File: src/verilog/dps_pkg.sv
// Shared constants, types and helpers of the dual pulse and density generator.
// Assumes one 125 MHz system clock and an APB master with 32-bit data.
package dps_pkg;

  localparam int ADDR_W = 8;

  // Register byte offsets.
  localparam logic [ADDR_W-1:0] DPS_OFF_CTRL    = 8'h00;
  localparam logic [ADDR_W-1:0] DPS_OFF_DUTY_LO = 8'h04;
  localparam logic [ADDR_W-1:0] DPS_OFF_DUTY_HI = 8'h08;
  localparam logic [ADDR_W-1:0] DPS_OFF_PER_LO  = 8'h0c;
  localparam logic [ADDR_W-1:0] DPS_OFF_PER_HI  = 8'h10;
  localparam logic [ADDR_W-1:0] DPS_OFF_STATUS  = 8'h14;

  // Prescaler divide ratios.
  localparam logic [6:0] DPS_DIV1  = 7'h01;
  localparam logic [6:0] DPS_DIV4  = 7'h04;
  localparam logic [6:0] DPS_DIV16 = 7'h10;
  localparam logic [6:0] DPS_DIV64 = 7'h40;

  localparam logic [1:0]  DPS_SRC_SYSCLK = 2'h3;
  localparam logic [15:0] DPS_CNT_TOP    = 16'hffff;

  typedef enum logic [2:0] {
    DPS_MODE_OFF      = 3'h0,
    DPS_MODE_SINGLE16 = 3'h1,
    DPS_MODE_TWIN8    = 3'h2,
    DPS_MODE_TWIN16   = 3'h3,
    DPS_MODE_NRZ      = 3'h4,
    DPS_MODE_DUAL8    = 3'h5,
    DPS_MODE_RZ       = 3'h6,
    DPS_MODE_HOLD     = 3'h7
  } dps_mode_t;

  // Control word layout: mode in [6:4], prescaler in [3:2], source in [1:0].
  typedef struct packed {
    dps_mode_t  mode;
    logic [1:0] prescale_sel;
    logic [1:0] clock_source_sel;
  } dps_ctrl_t;

  typedef struct packed {
    logic              psel;
    logic              penable;
    logic              pwrite;
    logic [ADDR_W-1:0] paddr;
    logic [31:0]       pwdata;
  } dps_apb_req_t;

  typedef struct packed {
    logic [31:0] prdata;
    logic        pready;
    logic        pslverr;
  } dps_apb_rsp_t;

  typedef struct packed {
    dps_ctrl_t   ctrl;
    logic [15:0] duty_val;
    logic [15:0] period_val;
    logic [15:0] pend_duty;
    logic [15:0] pend_period;
    logic [7:0]  hold_duty;
    logic [7:0]  hold_period;
    logic        pend_duty_vld;
    logic        pend_period_vld;
    logic [15:0] cnt;
    logic [15:0] acc0;
    logic [15:0] acc1;
    logic [5:0]  pre;
    logic [2:0]  src_meta;
    logic [2:0]  src_sync;
    logic [2:0]  src_prev;
    logic        out0;
    logic        out1;
    logic        oe0;
    logic        oe1;
    logic        ready;
    logic        slverr;
    logic [31:0] rdata;
  } dps_state_t;

  localparam dps_state_t DPS_STATE_RST = '0;

  function automatic logic [6:0] dps_div(input logic [1:0] sel);
    case (sel)
      2'h0:    dps_div = DPS_DIV1;
      2'h1:    dps_div = DPS_DIV4;
      2'h2:    dps_div = DPS_DIV16;
      default: dps_div = DPS_DIV64;
    endcase
  endfunction

  // Modes whose values are sixteen bits wide and go through the holding stage.
  function automatic logic dps_is_wide(input dps_mode_t m);
    dps_is_wide = (m == DPS_MODE_SINGLE16) || (m == DPS_MODE_TWIN16) ||
                  (m == DPS_MODE_NRZ) || (m == DPS_MODE_RZ);
  endfunction

endpackage

File: src/verilog/dps_pulse_gen.sv
// Dual pulse-width and pulse-density generator with an APB register slave.
// Assumes clk at 125 MHz, an APB master on the same clock, and three
// asynchronous clock source pins that are synchronised here.
//
// Notes on behaviour
// - Twin 8-bit: first output falls when counter equals duty low byte.
// - Twin 8-bit: second output rises at period high byte, falls at duty high.
// - Twin 8-bit: period high byte zero starts both pulses together.
// - Twin 16-bit: counter runs the full 65536 range, ignoring period.
// - Twin 16-bit: first output high while counter below duty value.
// - Twin 16-bit: second output high while counter below period value.
// - Twin 16-bit: both outputs go high together after the wrap to zero.
// - Non-return density: first output high duty clocks per 65536 clocks.
// - Non-return density: second output high period clocks per 65536.
// - Density high clocks are spread evenly by an accumulator carry.
// - Dual 8-bit: each output has its own duty and period.
// - Return density: each high clock is half high, then half low, except at divide-by-1.
// - Return density with 4010H: three low clocks, half high, half low.
// - Dual 8-bit: period bytes set resolution, duty bytes set duty.
// - Both outputs share one clock source and one prescaler.
// - Mode 7 stops pulses and releases both pins.
// - Control write resets counter; prescaler divides by 1, 4, 16, 64.
// - Wide modes: low byte held; high byte commits both at next counter cycle, or at next tick in density modes.
// - Twin 8-bit: period low byte sets the common period.
module dps_pulse_gen
  import dps_pkg::*;
(
  // Clock and reset.
  input  wire logic               clk,
  input  wire logic               rst_b,
  // Register bus.
  input  wire dps_pkg::dps_apb_req_t apb_req,
  output dps_pkg::dps_apb_rsp_t   apb_rsp,
  // Clock source pins: slow crystal, crystal, external input.
  input  wire logic [2:0]         clock_src_pins,
  // Pulse pins.
  output logic                    first_pulse_out,
  output logic                    first_pulse_oe,
  output logic                    second_pulse_out,
  output logic                    second_pulse_oe
);
  import dps_pkg::*;

  logic [1:0]  rst_sync_q;
  logic        rst_n;
  dps_state_t  s_q;
  dps_state_t  s_d;
  logic [6:0]  div;
  logic [3:0]  src_edges;
  logic        ev;
  logic        run;
  logic        tick;
  logic        wrap;
  logic        commit;
  logic        density;
  logic        bus_start;
  logic        bus_done;
  logic        ctrl_wr;
  logic [16:0] sum0;
  logic [16:0] sum1;
  logic [7:0]  lo;
  logic [7:0]  hi;
  logic        below0_8;
  logic        below1_8;

  // Reset is released through two flip-flops; the rest uses that copy.
  always_ff @(posedge clk or negedge rst_b) begin
    if (!rst_b) begin
      rst_sync_q <= 2'b00;
    end else begin
      rst_sync_q <= {rst_sync_q[0], 1'b1};
    end
  end
  assign rst_n = rst_sync_q[1];

  assign lo = s_q.cnt[7:0];
  assign hi = s_q.cnt[15:8];
  assign below0_8 = lo < s_q.duty_val[7:0];
  assign below1_8 = hi < s_q.duty_val[15:8];
  assign sum0 = {1'b0, s_q.acc0} + {1'b0, s_q.duty_val};
  assign sum1 = {1'b0, s_q.acc1} + {1'b0, s_q.period_val};
  assign bus_start = apb_req.psel & apb_req.penable & ~s_q.ready;
  assign bus_done = apb_req.psel & apb_req.penable & s_q.ready;
  assign ctrl_wr = bus_done & apb_req.pwrite & (apb_req.paddr == DPS_OFF_CTRL);

  always_comb begin
    s_d = s_q;
    // Only the second and third stages are read by the edge logic.
    s_d.src_meta = clock_src_pins;
    s_d.src_sync = s_q.src_meta;
    s_d.src_prev = s_q.src_sync;

    // One source and one prescaler serve both outputs.
    div = dps_div(s_q.ctrl.prescale_sel);
    src_edges = {1'b1, s_q.src_sync & ~s_q.src_prev};
    ev = src_edges[s_q.ctrl.clock_source_sel];
    run = (s_q.ctrl.mode != DPS_MODE_OFF) && (s_q.ctrl.mode != DPS_MODE_HOLD);
    tick = run & ev & ({1'b0, s_q.pre} == div - 7'h01);
    density = (s_q.ctrl.mode == DPS_MODE_NRZ) || (s_q.ctrl.mode == DPS_MODE_RZ);
    if (run & ev) begin
      s_d.pre = tick ? 6'h00 : s_q.pre + 6'h01;
    end

    case (s_q.ctrl.mode)
      DPS_MODE_SINGLE16: wrap = s_q.cnt == s_q.period_val - 16'h0001;
      DPS_MODE_TWIN8:    wrap = lo == s_q.period_val[7:0];
      default:           wrap = s_q.cnt == DPS_CNT_TOP;
    endcase

    // Mode decode; each branch is one counter cycle step.
    if (tick) begin
      case (s_q.ctrl.mode)
        DPS_MODE_SINGLE16: begin
          s_d.cnt = wrap ? 16'h0000 : s_q.cnt + 16'h0001;
          s_d.out0 = s_q.cnt < s_q.duty_val;
          s_d.out1 = 1'b0;
        end
        DPS_MODE_TWIN8: begin
          s_d.cnt = {8'h00, wrap ? 8'h00 : lo + 8'h01};
          if (lo == s_q.duty_val[7:0]) begin
            s_d.out0 = 1'b0;
          end else if (lo == 8'h00) begin
            s_d.out0 = 1'b1;
          end
          if (lo == s_q.duty_val[15:8]) begin
            s_d.out1 = 1'b0;
          end else if (lo == s_q.period_val[15:8]) begin
            s_d.out1 = 1'b1;
          end
        end
        DPS_MODE_TWIN16: begin
          s_d.cnt = s_q.cnt + 16'h0001;
          s_d.out0 = s_q.cnt < s_q.duty_val;
          s_d.out1 = s_q.cnt < s_q.period_val;
        end
        DPS_MODE_NRZ, DPS_MODE_RZ: begin
          // The carry of a 16-bit accumulator gives exactly value highs in 65536.
          s_d.cnt = s_q.cnt + 16'h0001;
          s_d.acc0 = sum0[15:0];
          s_d.acc1 = sum1[15:0];
          s_d.out0 = sum0[16];
          s_d.out1 = sum1[16];
        end
        DPS_MODE_DUAL8: begin
          s_d.cnt[7:0] = (lo == s_q.period_val[7:0]) ? 8'h00 : lo + 8'h01;
          s_d.cnt[15:8] = (hi == s_q.period_val[15:8]) ? 8'h00 : hi + 8'h01;
          s_d.out0 = below0_8;
          s_d.out1 = below1_8;
        end
        default: begin
          s_d.cnt = 16'h0000;
        end
      endcase
    end

    // Return to zero: a high tick lasts only the first half of the prescaled
    // period, so the output falls on the source edge that ends that half.
    // Divide-by-1 has no half, so a high tick is never split and back-to-back
    // highs merge; divide-by-4 is the intended setting.
    if ((s_q.ctrl.mode == DPS_MODE_RZ) && ev && !tick &&
        ({1'b0, s_q.pre} + 7'h01 >= (div >> 1))) begin
      s_d.out0 = 1'b0;
      s_d.out1 = 1'b0;
    end

    if (!run) begin
      s_d.cnt = 16'h0000;
      s_d.pre = 6'h00;
      s_d.acc0 = 16'h0000;
      s_d.acc1 = 16'h0000;
      s_d.out0 = 1'b0;
      s_d.out1 = 1'b0;
    end
    s_d.oe0 = run;
    s_d.oe1 = run && (s_q.ctrl.mode != DPS_MODE_SINGLE16);

    // Committed wide values wait for the end of the running counter cycle; density modes take them on the next tick.
    commit = (tick & (wrap | density)) | ~run;
    if (commit && s_q.pend_duty_vld) begin
      s_d.duty_val = s_q.pend_duty;
      s_d.pend_duty_vld = 1'b0;
    end
    if (commit && s_q.pend_period_vld) begin
      s_d.period_val = s_q.pend_period;
      s_d.pend_period_vld = 1'b0;
    end

    // APB: one wait state, then the access completes.
    s_d.ready = bus_start;
    if (bus_start) begin
      s_d.slverr = 1'b0;
      case (apb_req.paddr)
        DPS_OFF_CTRL:    s_d.rdata = {25'h0000000, s_q.ctrl};
        DPS_OFF_DUTY_LO: s_d.rdata = {24'h000000, s_q.duty_val[7:0]};
        DPS_OFF_DUTY_HI: s_d.rdata = {24'h000000, s_q.duty_val[15:8]};
        DPS_OFF_PER_LO:  s_d.rdata = {24'h000000, s_q.period_val[7:0]};
        DPS_OFF_PER_HI:  s_d.rdata = {24'h000000, s_q.period_val[15:8]};
        DPS_OFF_STATUS:  s_d.rdata = {16'h0000, s_q.cnt};
        default: begin
          s_d.rdata = 32'h00000000;
          s_d.slverr = 1'b1;
        end
      endcase
      if (apb_req.pwrite) begin
        s_d.rdata = 32'h00000000;
      end
    end

    // A new commit is set after any clear above, so it is never lost.
    if (bus_done && apb_req.pwrite) begin
      case (apb_req.paddr)
        DPS_OFF_CTRL: begin
          s_d.ctrl = dps_ctrl_t'(apb_req.pwdata[6:0]);
          s_d.cnt = 16'h0000;
          s_d.pre = 6'h00;
          s_d.acc0 = 16'h0000;
          s_d.acc1 = 16'h0000;
        end
        DPS_OFF_DUTY_LO: begin
          if (dps_is_wide(s_q.ctrl.mode)) begin
            s_d.hold_duty = apb_req.pwdata[7:0];
          end else begin
            s_d.duty_val[7:0] = apb_req.pwdata[7:0];
          end
        end
        DPS_OFF_DUTY_HI: begin
          if (dps_is_wide(s_q.ctrl.mode)) begin
            s_d.pend_duty = {apb_req.pwdata[7:0], s_q.hold_duty};
            s_d.pend_duty_vld = 1'b1;
          end else begin
            s_d.duty_val[15:8] = apb_req.pwdata[7:0];
          end
        end
        DPS_OFF_PER_LO: begin
          if (dps_is_wide(s_q.ctrl.mode)) begin
            s_d.hold_period = apb_req.pwdata[7:0];
          end else begin
            s_d.period_val[7:0] = apb_req.pwdata[7:0];
          end
        end
        DPS_OFF_PER_HI: begin
          if (dps_is_wide(s_q.ctrl.mode)) begin
            s_d.pend_period = {apb_req.pwdata[7:0], s_q.hold_period};
            s_d.pend_period_vld = 1'b1;
          end else begin
            s_d.period_val[15:8] = apb_req.pwdata[7:0];
          end
        end
        default: begin
        end
      endcase
    end
  end

  always_ff @(posedge clk or negedge rst_n) begin
    if (!rst_n) begin
      s_q <= DPS_STATE_RST;
    end else begin
      s_q <= s_d;
    end
  end

  assign apb_rsp = '{prdata: s_q.rdata, pready: s_q.ready, pslverr: s_q.slverr};
  assign first_pulse_out = s_q.out0;
  assign first_pulse_oe = s_q.oe0;
  assign second_pulse_out = s_q.out1;
  assign second_pulse_oe = s_q.oe1;
endmodule

File: config.mk
export PLATFORM = sky130hd
export DESIGN_NAME = dps_pulse_gen
export DESIGN_NICKNAME = d
export VERILOG_FILES = /design/src/verilog/dps_pkg.sv /design/src/verilog/dps_pulse_gen.sv
export SDC_FILE = /design/constraint.sdc
export NUM_CORES = 1
export LEC_CHECK = 0
export ABC_AREA = 0
export BUFFER_PORTS_ARGS = -buffer_cell sky130_fd_sc_hd__buf_2
export CORE_UTILIZATION = 55
export CTS_CLUSTER_DIAMETER = 40
export DETAILED_ROUTE_END_ITERATION = 8
export PLACE_DENSITY = 0.85
export SLEW_MARGIN = 0
export SYNTH_ARGS = -nofsm -noshare
export SYNTH_HDL_FRONTEND = slang
export SYNTH_SLANG_ARGS = --single-unit
File: constraint.sdc
create_clock -name clk -period 6.43 [get_ports clk]
set_clock_uncertainty 0.05 [all_clocks]
set_input_delay 0.643 -clock clk [delete_from_list [all_inputs] [get_ports clk]]
set_output_delay 0.643 -clock clk [all_outputs]
set_load 0.02 [all_outputs]
### Yosys cells after proc, flatten, opt, wreduce, memory -nomap -nowiden

Index checks and enable logic that the tools add are counted.

* bits in writable memories: 0
* latch bits: 0
* bits of input ports: 48
* memories kept: 0
* ROM bits: 0
* word-level logic and storage cells: 158
* output and inout bits: 38
* bits in registers: 192

* order comparisons: 6
* equality and inequality tests: 27
* bitwise gates (word level): 12
* mux-type cells: 51
* shifts and indexed selects: 0
* multipliers: 0
* $add $sub $neg: 9
* reduce and logical (&&, ||, !) cells: 27
* divide/modulo/power cells: 0

Operator list (number)
* 136-bit two-way mux: 1
* 8-bit two-way mux: 15
* 16-bit two-way mux: 7
* 54-bit two-way mux: 2
* 16-bit one-hot mux with 6 select lines: 1
* 32-bit two-way mux: 2
* 16-bit one-hot mux with 4 select lines: 1
* 48-bit two-way mux: 1
* 8-bit == test: 5
* 16-bit by 16-bit adder with 17-bit output: 2
* 16-bit less-than comparator: 2
* 7-bit one-hot mux with 3 select lines: 1
* 3-bit AND reduction: 6
* 16-bit by 1-bit adder with 16-bit output (second input constant): 1
* 8-bit by 1-bit adder with 8-bit output (second input constant): 2
* 16-bit == test: 1
* 16-bit == test (second input constant): 1
* 8-bit by 4-bit == test with 1-bit output (second input constant): 2
* 8-bit by 5-bit == test with 1-bit output (second input constant): 2
* 8-bit zero test: 2
* 8-bit less-than comparator: 2
* 16-bit by 1-bit subtractor with 16-bit output (second input constant): 1
* 1-bit two-way mux: 12
* 6-bit two-way mux: 2
* 34 further kinds: 58

### Longest topological paths before layout

* depth after elaboration: 13
* gate-level depth with buffers: 15
* mapped depth without buffers: 11

### Worst setup path after synthesis

No wires, ideal clock.

* kind: reg2reg
* from: register s_q[151] in the netlist's numbering
* to: register s_q[162] in the netlist's numbering
* setup time: 0.137 ns
* arrival time: 3.455 ns
* cell stages (with the launch flop): 16
* setup slack: 2.788 ns
* buffers on the path: 4
* data required time: 6.243 ns
* cells stage by stage: dfrtp_1 -> clkbuf_1 -> inv_1 -> ha_1 -> or4b_4 -> buf_6 -> nor4_2 -> nor4b_1 -> a311oi_1 -> a2111oi_1 -> nand3_1 -> o32a_1 -> buf_6 -> buf_8 -> mux2i_1 -> a21oi_1

RTL lines
* start: declaration: RTL line dps_pulse_gen.sv:46 `dps_state_t s_q;`
* start signal: assignment: RTL line dps_pulse_gen.sv:257 `s_q <= DPS_STATE_RST;`
* start signal: assignment: RTL line dps_pulse_gen.sv:259 `s_q <= s_d;`

==> results.txt <==
* Final critical path time including I/O delays and setup: 4.74 ns
- In the final layout, the share of cells above drive strength 1 is 13.4%.
* Clock insertion delay at the later pin of the skew report: between 0.4 and 0.5 ns
* NumNets Final: 1348
* Clock-pin transition on the worst setup and hold timing paths: approximately 0.070 ns
- In this run, synthesis inferred 0 flip-flops with an integrated enable.
- Worst hold path class: input pin to register
* DRT Pass-1 Iters: 6
* Clock tree from TritonCTS: yes
* Worst-margin pin slew: 1.20 ns
* Starting density of the core: a little under three fifths
- Post-synthesis cell type count: 75
- Number of I/O pins: 86
* Area added between synthesis and finish: 6.35%
- The design draws 2330 uW.
* Largest net degree at the start of global routing: around 130
- Summing all multi-input logic gate instances after layout gives between 6000 and 7000 um^2.
- IR Drop Worst-Case VDD: 0.187 mV
- Clock root buffer master: clkbuf_16
- Hold buffers post-CTS: 1
- Vias per Instance: 6.48
* Placement Rows: 52
- For the worst setup path, the data required time is 6.67 ns.
- Across all register-to-register paths, the minimum setup slack is 1.69 ns.
* Die Footprint: about 22000 um^2
- Number of pins with negative max-slew slack in the final report: 0
- Counting cells, the worst reg-to-reg path comes to 11.
- The number of antenna violations at the first check in global routing came to 0.
* Post-synthesis instance area: about 12000 um^2
- The worst setup path is of the register to register kind.
- No sink is reached through more buffers than the 2 on the longest clock path.
- Share of flip-flops with an asynchronous set or reset: 100%
- Cells fill 60.3% of the core in the end.
- Final-report setup violation count: 0
- The core region is 20500 um^2.
* WHS: 0.248 ns
- For this run, design rule violations remaining after detail routing come to 0.
- In the final routed layout, each cell accounts on average for between 20 and 25 um.
* Clock net sink count: 176
- Power spread over the standard cell area amounts to 189 nW/um^2.
- Filler cell count: 1612
- RD Place Congestion: 0.970
- The path with the worst hold slack has its endpoint at s_d[42].
- The via count of the first global-routing pass was roughly 9.5k.
- The first routing iteration left 1311 violations.
* Average cell area after synthesis: slightly above 9 um^2
* GR Util All Layers: 29.4%
- Number of antenna repair diodes: 0
- Setup repair after global routing missed its margin: false
* Final TNS setup: 0 ns
* Most frequently used flop master after synthesis: dfrtp_1
- Max-Cap Viols: 0
* Reg-to-Reg End: s_q[161]
* Highest-count cells in the layout ignoring fill and taps: dfrtp_1 (175), nand2_1 (113), a21oi_1 (84)
- Summed over all cells, the static leakage comes to between 0.005 and 0.006 uW.
* Chip width: roughly 150 um
- Final WL: 31000 um
- In this run the most critical hold path is launched from clock_src_pins[1].
* Worst relative slew slack: 19.9%
* Share of the cycle needed by the critical path after routing: 73.7%
- Data arrives at the worst endpoint at 4.98 ns.
- Measured along the y axis, the die boundary spans 147 um.
- During synthesis, Yosys emitted a total of 0 warnings.
- Total grt overflow: 0
- Buffers inserted during clock tree synthesis total 17.
* Number of cells upsized or downsized after cts: 0
* Category of the worst setup path capture point: register
- Summing over every cut layer, the via total after detailed routing is just under 10k.
- Buffers placed on the I/O ports in this run total 45.
- In this run the remaining antenna-violating nets after routing total 0.
* Wire length of the first global-routing pass: 49700 um
- Type of element launching the critical path: register
- For this run, the top clock speed supported by timing is 0.211 GHz.
- CTS built an H-tree with a depth of 4.
- In this run the worst path has a maximum fanout of 25.
* Reg-to-reg critical path startpoint: s_q[189]
- Worst Hold Path Cells: 1
- Detailed placement finished with a half-perimeter wire length of 20400 um.
- Part of the Yosys area used for sequential elements: 37.9%
- Leaving out fill and tap cells, the most frequent cell in the layout is dfrtp_1.
* Fin. Hold Viols: 0
- Counting flops and latches in the post-synthesis netlist gives 176.
- Area taken by flip-flops and latches: 4410 um^2
- Status: finished clean
- Post-CTS Repair Setup Buffers: 0
- Synthesis produced a netlist whose cell count is 1251.
metal layers:
metal / global-route usage (%) / part of all wire [%] / vias to the layer above
met3: 7.58 / 10 / 137
li1: - / - / 4394
met1: 38.3 / 40 / 4644
met5: 0 / 0 / -
met2: 45.0 / 45 / 603
met4: 15.6 / 4.9 / 0
worst max-delay path, cell delays in order (launching register included):
cell	delay, ns
dfrtp_1	0.59
or2_2	0.42
o21ai_0	0.63
inv_2	0.25
o221ai_1	0.17
nor2_1	0.08
buf_4	0.24
o221a_2	0.29
o21ai_0	0.43
o32a_1	0.95
mux2i_1	0.33
a21oi_1	0.12
how the worst max path moves through the flow:
stage                        from          to  slack [ns]  cells after the start
finish                   s_q[189]    s_q[161]        1.69                     11
floorplan           rst_sync_q[1]  apb_rsp[0]        1.11                      0
global route             s_q[189]    s_q[161]        1.68                     11
CTS                      s_q[189]    s_q[161]        1.87                     11
detailed placement       s_q[189]    s_q[162]        1.91                     11
global placement         s_q[189]    s_q[160]        2.00                     11
final cells by class:
| cell class | instances | area share (%) |
|---|---|---|
| Multi-Input combinational cell | 927 | 52.5 |
| Sequential cell | 176 | 35.7 |
| Clock buffer | 19 | 3.51 |
| Tap cell | 270 | 2.74 |
| Timing Repair Buffer | 55 | 2.55 |
| Clock inverter | 13 | 1.55 |
| Inverter | 48 | 1.46 |
metrics by stage:
stage | cells | cell area, um^2 | setup slack, ns
3_5_place_dp | 1475 | 11700 | 1.91
6_report | 1508 | 12400 | 1.69
3_3_place_gp | 1475 | 11700 | 2.00
5_1_grt | 1508 | 12400 | 1.68
2_1_floorplan | 1266 | 11700 | 1.11
4_1_cts | 1508 | 12400 | 1.87
sequential cells by signal, indices dropped and copies added, names as in the netlist:
name              flops
first_pulse_oe        1
rst_sync_q            2
apb_rsp              18
lo                    8
second_pulse_out      1
hi                    8
first_pulse_out       1
s_q                 130
second_pulse_oe       1
s_d                   6
power by group:
group | total, uW | internal, uW | switching, uW | leakage (uW)
combinational | 82.6 | 20.6 | 62.0 | 0.00332
clock | 1120 | 629 | 491 | 0.000307
sequential | 1120 | 1110 | 12.0 | 0.00226
Yosys cell counts, types with 5 or more instances:
| library cell | instances | area, um^2 |
|---|---|---|
| dfrtp_1 | 176 | 4400 |
| nand2_1 | 113 | 424 |
| a21oi_1 | 84 | 420 |
| nor2_1 | 76 | 285 |
| ha_1 | 73 | 913 |
| clkbuf_1 | 60 | 225 |
| mux2_2 | 56 | 631 |
| o21ai_0 | 49 | 245 |
| inv_1 | 47 | 176 |
| xnor2_1 | 45 | 394 |
| mux2i_1 | 40 | 400 |
| nand3_1 | 35 | 175 |
| buf_4 | 34 | 255 |
| nor3_1 | 31 | 155 |
| xor2_1 | 22 | 193 |
| nand4_1 | 19 | 119 |
| a21o_1 | 18 | 135 |
| o21ai_1 | 18 | 90.1 |
| a31oi_1 | 15 | 93.8 |
| and3_1 | 15 | 93.8 |
| a22o_1 | 14 | 123 |
| nor4_1 | 14 | 87.6 |
| o21a_1 | 14 | 105 |
| buf_1 | 12 | 45.0 |
| nor2b_1 | 12 | 75.1 |
| nand2b_1 | 10 | 62.6 |
| or3_1 | 10 | 62.6 |
| a211oi_1 | 9 | 67.6 |
| a221oi_1 | 7 | 61.3 |
| o211ai_1 | 7 | 52.6 |
| or2_2 | 7 | 43.8 |
| and2_1 | 6 | 37.5 |
| nor3b_1 | 6 | 45.0 |
| a22oi_1 | 5 | 37.5 |
| buf_6 | 5 | 56.3 |
| nor4b_1 | 5 | 43.8 |
| o31ai_1 | 5 | 37.5 |
cell families (layout without fill, tap and decap cells):
kind of cell | after synthesis | in the layout | synth area share (%)
flops | 176 | 176 | 37.9
buf+inv | 163 | 135 | 6.91
other cells | 2 | 17 | 0.0647
compound gates | 290 | 290 | 16.3
simple gates | 381 | 381 | 16.6
mux | 96 | 96 | 8.88
fa+ha+maj | 76 | 76 | 8.30
xor+xnor | 67 | 67 | 5.05
Power figures use the tool's default switching activity.
